$ cat src/rtl/htx_pkg.sv
// Shared constants and types for the HDLC transmit byte port
package htx_pkg;
   localparam logic [7:0] HTX_FLAG = 8'h7E;
   localparam logic [7:0] HTX_ABORT = 8'hFF;
   localparam logic [2:0] HTX_ONES_LIMIT = 3'h5;
   localparam logic [2:0] HTX_LAST_BIT = 3'h7;
   localparam logic [2:0] HTX_HALF_BIT = 3'h3;
   localparam logic [15:0] HTX_CRC16_POLY = 16'h8408;
   localparam logic [31:0] HTX_CRC32_POLY = 32'hEDB88320;
   localparam logic [31:0] HTX_CRC_PRESET = 32'hFFFFFFFF;
   localparam logic [31:0] HTX_CRC16_MASK = 32'h0000FFFF;
   localparam logic [2:0] HTX_CRC16_BYTES = 3'h2;
   localparam logic [2:0] HTX_CRC32_BYTES = 3'h4;
   // Line bit pacing: one line bit, payload or stuffed zero, every HTX_BIT_DIV system clocks
   localparam logic [3:0] HTX_BIT_DIV = 4'h4;
   typedef enum logic [1:0] {HTX_SRC_FLAG, HTX_SRC_DATA, HTX_SRC_CRC,
                             HTX_SRC_ABORT} htx_src_t;
endpackage

$ cat src/rtl/htx_link_if.sv
// Byte port between terminal logic and the HDLC transmitter
`timescale 1ns/10ps
`default_nettype none
interface htx_link_if;
   logic tx_byte_demand_clock;
   logic [7:0] tx_byte_input_bus;
   logic send_msg_cmd;
   logic append_check_cmd;
   modport dev (
      output tx_byte_demand_clock,
      input tx_byte_input_bus,
      input send_msg_cmd,
      input append_check_cmd
   );
   modport term (
      input tx_byte_demand_clock,
      output tx_byte_input_bus,
      output send_msg_cmd,
      output append_check_cmd
   );
endinterface
`default_nettype wire

$ cat src/rtl/htx_framer.sv
// Device end: HDLC transmit framer with byte demand clock
// Notes on behaviour
// Message high: latch byte each falling edge
// Idle: send continuous 0x7E flags
// Ignore input bus while message low
// Terminal changes bus on rising edge
// Output byte demand clock, pauses for stuffing
// Serialise bytes least significant bit first
// Zero stuffing prevents flag/abort imitation
// 16-bit mode: check command two periods
// 32-bit mode: check command four periods
// Check command appends computed check trailer
// Check command with message low outside a frame aborts
// HDLC mode assigns shared pins
// Transmitter runs only when mode enabled
// Width select: one is 32-bit check
// Stuff after five ones; closing flag after check
// Standard polynomials, preset ones, complemented
`timescale 1ns/10ps
`default_nettype none
module htx_framer (
   input wire logic sys_clk,
   input wire logic sys_rst,
   htx_link_if.dev link,
   input wire logic hdlc_enable,
   input wire logic crc32_select,
   output logic line_bit,
   output logic line_bit_valid,
   output logic pins_hdlc_mode
);
   typedef struct packed {
      logic [3:0] div;
      logic [7:0] shreg;
      logic [2:0] bit_idx;
      htx_pkg::htx_src_t src;
      logic [2:0] ones;
      logic [31:0] crc;
      logic [2:0] crc_left;
      logic in_frame;
      logic demand_clk;
      logic [7:0] held;
      logic held_valid;
      logic held_abort;
      logic held_check;
      logic msg_d;
      logic fcs_d;
      logic line_bit;
      logic line_valid;
      logic pins_mode;
   } htx_fr_t;

   htx_fr_t st_reg;
   htx_fr_t st_next;

   // One CRC step over one bit, reflected form
   function automatic logic [31:0] htx_crc_bit(input logic [31:0] c,
                                               input logic b,
                                               input logic wide);
      logic fb;
      logic [31:0] r;
      fb = c[0] ^ b;
      r = c >> 1;
      if (fb)
      begin
         r = r ^ (wide ? htx_pkg::HTX_CRC32_POLY
                       : {16'h0000, htx_pkg::HTX_CRC16_POLY});
      end
      return r;
   endfunction

   // Next state: byte sampling, bit serialisation, stuffing, check
   always_comb
   begin
      logic bit_out;
      logic stuff;
      logic tick;
      logic byte_done;
      st_next = st_reg;
      bit_out = st_reg.shreg[0];
      stuff = 1'b0;
      tick = 1'b0;
      byte_done = 1'b0;
      st_next.line_valid = 1'b0;
      st_next.pins_mode = hdlc_enable;
      st_next.msg_d = link.send_msg_cmd;
      st_next.fcs_d = link.append_check_cmd;
      if (!hdlc_enable)
      begin
         st_next.div = 4'h0;
         st_next.bit_idx = 3'h0;
         st_next.ones = 3'h0;
         st_next.src = htx_pkg::HTX_SRC_FLAG;
         st_next.shreg = htx_pkg::HTX_FLAG;
         st_next.in_frame = 1'b0;
         st_next.held_valid = 1'b0;
         st_next.held_abort = 1'b0;
         st_next.held_check = 1'b0;
         st_next.demand_clk = 1'b0;
      end
      else
      begin
         // Sample on the falling demand edge, set at bit slot three
         if (st_reg.demand_clk && (st_reg.bit_idx == htx_pkg::HTX_HALF_BIT)
             && !st_reg.held_valid && (st_reg.div == 4'h0))
         begin
            st_next.demand_clk = 1'b0;
            if (st_reg.msg_d)
            begin
               st_next.held = link.tx_byte_input_bus;
               st_next.held_valid = 1'b1;
            end
            else if (st_reg.fcs_d && !st_reg.in_frame)
            begin
               st_next.held_abort = 1'b1;
            end
            else if (st_reg.fcs_d && st_reg.in_frame)
            begin
               st_next.held_check = 1'b1;
            end
            // Otherwise the bus value is dropped
         end
         st_next.div = st_reg.div + 4'h1;
         if (st_reg.div == htx_pkg::HTX_BIT_DIV - 4'h1)
         begin
            st_next.div = 4'h0;
            tick = 1'b1;
         end
         if (tick)
         begin
            // Stuffed zero holds the byte, slowing the demand clock
            // Five ones that close the check still get their zero
            stuff = (st_reg.src == htx_pkg::HTX_SRC_DATA
                     || st_reg.src == htx_pkg::HTX_SRC_CRC
                     || (st_reg.src == htx_pkg::HTX_SRC_FLAG
                         && st_reg.bit_idx == 3'h0))
                    && st_reg.ones == htx_pkg::HTX_ONES_LIMIT;
            st_next.line_valid = 1'b1;
            if (stuff)
            begin
               st_next.line_bit = 1'b0;
               st_next.ones = 3'h0;
            end
            else
            begin
               st_next.line_bit = bit_out;
               st_next.ones = bit_out ? st_reg.ones + 3'h1 : 3'h0;
               st_next.shreg = st_reg.shreg >> 1;
               st_next.bit_idx = st_reg.bit_idx + 3'h1;
               if (st_reg.src == htx_pkg::HTX_SRC_DATA)
               begin
                  st_next.crc = htx_crc_bit(st_reg.crc, bit_out,
                                            crc32_select);
               end
               byte_done = st_reg.bit_idx == htx_pkg::HTX_LAST_BIT;
               if (st_reg.bit_idx == htx_pkg::HTX_LAST_BIT - 3'h3)
               begin
                  st_next.demand_clk = 1'b1;
               end
            end
         end
         // Choose the next byte at each byte boundary
         if (byte_done)
         begin
            st_next.held_valid = 1'b0;
            st_next.held_abort = 1'b0;
            st_next.held_check = 1'b0;
            if (st_reg.src == htx_pkg::HTX_SRC_CRC
                && st_reg.crc_left != 3'h0)
            begin
               st_next.shreg = st_reg.crc[7:0];
               st_next.crc = st_reg.crc >> 8;
               st_next.crc_left = st_reg.crc_left - 3'h1;
            end
            else if (st_reg.held_valid)
            begin
               if (!st_reg.in_frame)
               begin
                  st_next.crc = crc32_select ? htx_pkg::HTX_CRC_PRESET
                     : htx_pkg::HTX_CRC_PRESET & htx_pkg::HTX_CRC16_MASK;
               end
               st_next.src = htx_pkg::HTX_SRC_DATA;
               st_next.shreg = st_reg.held;
               st_next.in_frame = 1'b1;
            end
            else if (st_reg.held_check)
            begin
               // Complemented check value, low byte first
               st_next.src = htx_pkg::HTX_SRC_CRC;
               // Updated value already holds the last data bit
               st_next.shreg = ~st_next.crc[7:0];
               st_next.crc = ~st_next.crc >> 8;
               st_next.crc_left = (crc32_select ? htx_pkg::HTX_CRC32_BYTES
                                   : htx_pkg::HTX_CRC16_BYTES) - 3'h1;
               st_next.in_frame = 1'b0;
            end
            else if (st_reg.held_abort)
            begin
               st_next.src = htx_pkg::HTX_SRC_ABORT;
               st_next.shreg = htx_pkg::HTX_ABORT;
               st_next.in_frame = 1'b0;
            end
            else
            begin
               // Closing flag after check, then idle flags
               st_next.src = htx_pkg::HTX_SRC_FLAG;
               st_next.shreg = htx_pkg::HTX_FLAG;
               st_next.in_frame = 1'b0;
            end
            if (st_reg.src != htx_pkg::HTX_SRC_CRC
                || st_reg.crc_left == 3'h0)
            begin
               st_next.ones = stuff ? 3'h0 : st_next.ones;
            end
         end
      end
   end

   // State register
   always_ff @(posedge sys_clk)
   begin
      if (sys_rst)
      begin
         st_reg <= '0;
         st_reg.shreg <= htx_pkg::HTX_FLAG;
      end
      else
      begin
         st_reg <= st_next;
      end
   end

   assign link.tx_byte_demand_clock = st_reg.demand_clk;
   assign line_bit = st_reg.line_bit;
   assign line_bit_valid = st_reg.line_valid;
   assign pins_hdlc_mode = st_reg.pins_mode;
endmodule
`default_nettype wire

$ cat src/flat_wrapper.sv
// flat-port wrapper written by rule: the top's interface ports become plain ports
module htx_framer_flat 
  (sys_clk, sys_rst, hdlc_enable, crc32_select, line_bit, line_bit_valid, pins_hdlc_mode, link_tx_byte_demand_clock, link_tx_byte_input_bus, link_send_msg_cmd, link_append_check_cmd);
  htx_link_if link_i ();
  input wire logic sys_clk;
  input wire logic sys_rst;
  input wire logic hdlc_enable;
  input wire logic crc32_select;
  output logic line_bit;
  output logic line_bit_valid;
  output logic pins_hdlc_mode;
  output wire logic [$bits(link_i.tx_byte_demand_clock)-1:0] link_tx_byte_demand_clock;
  input wire logic [$bits(link_i.tx_byte_input_bus)-1:0] link_tx_byte_input_bus;
  input wire logic [$bits(link_i.send_msg_cmd)-1:0] link_send_msg_cmd;
  input wire logic [$bits(link_i.append_check_cmd)-1:0] link_append_check_cmd;
  assign link_tx_byte_demand_clock = link_i.tx_byte_demand_clock;
  assign link_i.tx_byte_input_bus = link_tx_byte_input_bus;
  assign link_i.send_msg_cmd = link_send_msg_cmd;
  assign link_i.append_check_cmd = link_append_check_cmd;
  htx_framer u_core (.sys_clk(sys_clk), .sys_rst(sys_rst), .link(link_i), .hdlc_enable(hdlc_enable), .crc32_select(crc32_select), .line_bit(line_bit), .line_bit_valid(line_bit_valid), .pins_hdlc_mode(pins_hdlc_mode));
endmodule
$ cat config.mk
export PLATFORM = sky130hd
export DESIGN_NAME = htx_framer_flat
export DESIGN_NICKNAME = d
export VERILOG_FILES = /design/src/rtl/htx_pkg.sv /design/src/rtl/htx_link_if.sv /design/src/rtl/htx_framer.sv /design/src/flat_wrapper.sv
export SDC_FILE = /design/constraint.sdc
export NUM_CORES = 1
export LEC_CHECK = 0
export BUFFER_PORTS_ARGS = -buffer_cell sky130_fd_sc_hd__buf_2
export CAP_MARGIN = 20
export CORE_AREA = 2 2 111 113
export DETAILED_ROUTE_END_ITERATION = 10
export DIE_AREA = 0 0 113 115
export GPL_ROUTABILITY_DRIVEN = 0
export GPL_TIMING_DRIVEN = 0
export HOLD_SLACK_MARGIN = 0.1
export PLACE_DENSITY_LB_ADDON = 0.12
export SLEW_MARGIN = 20
export SYNTH_ARGS = -nofsm -noshare
export SYNTH_HDL_FRONTEND = slang
export SYNTH_SLANG_ARGS = --single-unit
$ cat constraint.sdc
create_clock -name sys_clk -period 2.9 [get_ports sys_clk]
set_input_delay 0.58 -clock sys_clk [delete_from_list [all_inputs] [get_ports sys_clk]]
set_output_delay 0.58 -clock sys_clk [all_outputs]
set_load 0.03 [all_outputs]
Word-level counts from Yosys, hierarchy flattened
Index checks and enable logic that the tools add are counted.

Flip-flop bits (word level): 73. Latch bits: 0. Memory bits (writable): 0. Bits in read-only memories: 0. Output and inout bits: 4. Memories kept: 0.

$add $sub $neg: 5. $mul: 0. Divide/modulo/power cells: 0. $lt $le $gt $ge: 0. Equal/unequal tests: 10. Shift operators: 0. Muxes and demuxes: 48. Bitwise logic cells: 9. Reduce and logical (&&, ||, !) cells: 32.

Operators by type and width (number): $mux 32 (7); $mux 35 (4); $mux 8 (5); $mux 39 (1); $not 32->32 (1); $xor 31x32->32 (1); $mux 11 (2); $mux 3 (6); $mux 1 (17); $mux 12 (1); $reduce_and 2->1 (5); $eq 3x3->1 const B (3); $mux 9 (1); $logic_and 1x1->1 (8); $mux 2 (4); $not 8->8 (1); $reduce_and 4->1 (2); $add 3x1->3 const B (2); $logic_not 3->1 (2); $ne 2x2->1 const B (3); $reduce_and 3->1 (2); $reduce_or 3->1 (2); $sub 3x1->3 const B (2); $not 1->1 (5); 13 further kinds (17).

Logic depth before layout (Yosys ltp)
Word-level depth: 12. Mapped depth: 10. Depth with buffers taken out: 9.

Worst setup path before layout
OpenSTA, ideal clock, no wires.

Path kind: reg2reg. Start point: register u_core.st_reg[69] (netlist bit). End point: register u_core.st_reg[38] (netlist bit). Setup time: 0.112 ns. Data arrival time: 2.608 ns. Required time: 2.788 ns. Slack: 0.180 ns. Cell stages (with the launch flop): 9. Path buffers: 1. Period minus slack after synthesis: 2.720 ns. Path through: dfxtp_1 ha_1 or3b_1 buf_2 a2111oi_4 mux4_1 nor2_1 a2111oi_4 a2111oi_1.

Longest elaborated chain between the ends: 10. Elaborated cells between the ends (all ways): 13.

RTL lines: start: declaration (line htx_framer.sv:52) `htx_fr_t st_reg;`; start signal: assignment (line htx_framer.sv:228) `st_reg <= st_next;`; $eq 4x2->1 * (line htx_framer.sv:123) `if (st_reg.div == htx_pkg::HTX_BIT_DIV - 4'h1)`; $mux 1 * (line htx_framer.sv:123); $mux 1 * (line htx_framer.sv:87) `if (!hdlc_enable)`; $mux 35 (line htx_framer.sv:128) `if (tick)`; $mux 35 (line htx_framer.sv:87); $not 32->32 (line htx_framer.sv:191) `st_next.crc = ~st_next.crc >> 8;`; $mux 35 (line htx_framer.sv:185) `else if (st_reg.held_check)`; $mux 32 (line htx_framer.sv:174) `else if (st_reg.held_valid)`; $mux 35 (line htx_framer.sv:167) `if (st_reg.src == htx_pkg::HTX_SRC_CRC`; $mux 39 * (line htx_framer.sv:162) `if (byte_done)`.

Every way passes the cells marked *; elsewhere a longest branch is shown, timed or not. The select of a mux whose other input is x is not followed. A chain may end at the register's enable or synchronous reset.

Worst setup path after layout
Start point: register u_core.st_reg[57] (netlist bit). End point: register u_core.st_reg[19] (netlist bit).

Longest elaborated chain between the ends: 8. Elaborated cells between the ends (all ways): 15.

RTL lines: $eq 2x1->1 (tied with other cells) (line htx_framer.sv:132) `stuff = (st_reg.src == htx_pkg::HTX_SRC_DATA`; $logic_or 1x1->1 / $logic_and 1x1->1 (equally long branches) (line htx_framer.sv:133, htx_framer.sv:135); $logic_or 1x1->1 (line htx_framer.sv:134) `|| (st_reg.src == htx_pkg::HTX_SRC_FLAG`; $logic_and 1x1->1 (line htx_framer.sv:136) `&& st_reg.ones == htx_pkg::HTX_ONES_LIMIT;`; $mux 1 (line htx_framer.sv:138) `if (stuff)`; $mux 1 (line htx_framer.sv:128); $mux 1 (line htx_framer.sv:87); $reduce_and 4->1 (no line).

Several ways; a longest one is shown, not always the timed one. The select of a mux whose other input is x is not followed.

==> impl_metrics.csv <==
group,metric,value,unit
clock_tree,clk_pin_slew,60,ps
synth,netlist_area,4600,um2
clock_tree,post_cts_hold_buffer_count,0,
global_routing,globalRouteOverflowTotal,0,
floorplanning,floorplan.core_area,11800,um2
synth,synth-seq-area-share,0.318,
clock_tree,cts_max_path_buffers,2,
cells_and_area,largest_reg_flops,69,
critical_path,critical_path.max_fanout,10,
clock_tree,clk_root_buf,"clkbuf_16",
drt,post-route-drc-count,1,
min_path,timing.hold.worst.class,"reg2reg",
run,cap_violations,0,
synth,post_synth_inst_count,600,
power_and_ir_drop,p_leak,1.79,nW
floorplanning,row_count,40,
synth,synthTopCellsByArea,"dfxtp_1 32%, nor2_1 6.4%, a21oi_1 6.0%",
synth,synth.avg_cell_area,7.66,um2
cells_and_area,design.final.nets,657,
global_routing,antenna_violations_before_repair,0,
clock_tree,clock_tree_from_tritoncts,"built",
synth,synth_top_cell_by_area,"dfxtp_1",
clock_tree,insertion_delay_to_the_later_sink_of_the_worst_skew_pair,350,ps
synth,netlist-cell-type-count,64,
drt,antenna_violating_nets_post_route,0,
floorplanning,floorplan.die.width,113,um
drt,detail_route.wirelength,17300,um
floorplanning,chipHeight,115,um
global_routing,grt_first_pass_wirelength,26700,um
critical_path,endpoint_kind,"flip-flop",
synth,synth-seq-cells,73,
timing,final_hold_violation_count,0,
placed_design,dp_hpwl,12200,um
status,outcome,"finished, violations left",
synth,ys.flop_type,"dfxtp_1",
power_and_ir_drop,report.power.total,2.27,mW
timing,post-route-min-period,2810,ps
status,failed_checks,"design-rule violations",
placed_design,placed_cell_area,4860,um2
cells_and_area,fraction_of_final_layout_cells_with_drive_strength_greater_than_1,0.0964,
timing,slew_viol_final,0,
cells_and_area,area_delta_synth_final,13.6,%
synth,yosysMostFrequentCell,"nor2_1",
timing,clock.fmax,0.355,GHz
critical_path,timing.critical_path.required,3170,ps
drt,drt_iter0_drc,764,
drt,detailroute.via_count,4966,
timing,max_slew.worst_pin.slew,947,ps
timing,tns,0,ps
clock_tree,clock_tree.htree_level_count,3,
floorplanning,dieArea,13000,um2
global_routing,globalRouteTotalUtil,0.271,
power_and_ir_drop,worst_ir_drop_vdd,0.242,mV
cells_and_area,num_antenna_cells,0,
cells_and_area,final_cell_area,5220,um2
timing,final_number_of_setup_violating_endpoints,0,
critical_path,critical_setup_path_class,"reg2reg",
synth,netlist_top_cells_count,"78 x nor2_1, 73 x dfxtp_1, 61 x nand2_1",
timing,max_slew_margin,0.353,
clock_tree,tritoncts_num_sinks,73,
timing,hold_slack,437,ps
timing,finalCritPeriodShare,0.971,
floorplanning,ioPinCount,18,
floorplanning,start_util,0.389,
placed_design,port-buffer-count,16,
timing,finalClockSkew,7.23,ps
synth,synth_edf_count,0,
synth,yosys.area.top_type_share,0.318,
synth,synth_fp_nets,627,
global_routing,grt_start_max_net_pins,12,
drt,drt_pre_antenna_iters,9,
critical_path,arrival,3080,ps
drt,post_drt_via_cell_ratio,6.37,
clock_tree,number_of_buffers_created_by_cts,9,
critical_path,worstSetupStartpointType,"flip-flop",
global_routing,first_global_vias,4696,
synth,asyncSetResetFlopFracSynth,0,
power_and_ir_drop,cellPowerDensity,435,nW/um2
synth,synth-warning-count,0,
drt,wl_per_cell,22.2,um
-- worst paths after layout --
| kind | from | slack, ps | to | cells past startpoint |
|---|---|---|---|---|
| min | u_core.st_reg[69] | 440 | u_core.st_reg[69] | 1 |
| max | u_core.st_reg[57] | 90 | u_core.st_reg[19] | 9 |
| min reg2reg | u_core.st_reg[69] | 440 | u_core.st_reg[69] | 1 |
| max reg2reg | u_core.st_reg[57] | 90 | u_core.st_reg[19] | 9 |
-- what timing repair did --
item                                   CTS  global route
pin swaps                                1             3
buffers inserted                         2             1
endpoints found under the hold margin    0             0
resized for setup                        4            21
setup endpoints to repair               30            26
-- power by group --
part	internal (mW)	switching [mW]	leakage, nW
clock network	0.679	0.446	0.137
registers	1.01	0.0145	0.591
logic	0.0391	0.0800	1.07
-- stage by stage --
step	cells	worst slack, ps	utilization
5_1_grt	780	-15.4	0.442
3_3_place_gp	763	-436	0.411
6_report	780	85.3	0.442
4_1_cts	779	22.9	0.438
2_1_floorplan	600	180	-
3_5_place_dp	763	-439	0.411
-- layer usage --
metal  routed length [um]  up-vias  track usage  part of all wire
met1                 7270     2323        0.359              0.42
li1                     -     2258            -                 -
met5                    0        -            0                 0
met4                  775        0        0.150             0.045
met3                 1780       71       0.0559              0.10
met2                 7470      314        0.412              0.43
-- critical path, cell delays in order (launching register included) --
cell	delay, ps
dfxtp_1	370
inv_1	90
ha_1	290
and3_1	240
a211oi_2	520
clkbuf_1	560
nand2_1	210
nor2_1	190
nor2_1	60
a211oi_1	200
-- logic make-up (layout without fill, tap and decap cells) --
family | after synthesis | count (layout) | share of synthesized area
AND/OR/NAND/NOR | 200 | 200 | 0.196
buffers and inverters | 67 | 100 | 0.0585
multiplexers | 19 | 19 | 0.0452
AO/OA/AOI/OAI | 208 | 208 | 0.309
adder cells (fa/ha/maj) | 13 | 13 | 0.0354
XOR/XNOR | 20 | 20 | 0.0381
flip-flops | 73 | 73 | 0.318
-- cells in the final DEF (no fill, tap or decap), types with 10 or more instances in the layout --
| cell | synthesis | layout |
|---|---|---|
| clkbuf_1 | 38 | 34 |
| nand3_1 | 10 | 10 |
| a21oi_1 | 55 | 55 |
| buf_2 | 5 | 19 |
| xnor2_1 | 12 | 12 |
| nor2_1 | 78 | 75 |
| o21ai_0 | 45 | 44 |
| inv_1 | 18 | 18 |
| ha_1 | 13 | 12 |
| nand2_1 | 61 | 61 |
| mux2i_1 | 17 | 17 |
| dfxtp_1 | 73 | 72 |
| o211ai_1 | 10 | 10 |
-- final cells by class --
type / instances / area [um2]
clock inverter: 3 / 42.5
inverter: 20 / 75.1
buffer: 47 / 209
multi-input combinational: 460 / 2900
timing repair buffer: 19 / 103
tap: 147 / 184
clock buffer: 11 / 243
fill: 1220 / 6590
sequential: 73 / 1460
Power figures use the tool's default switching activity.
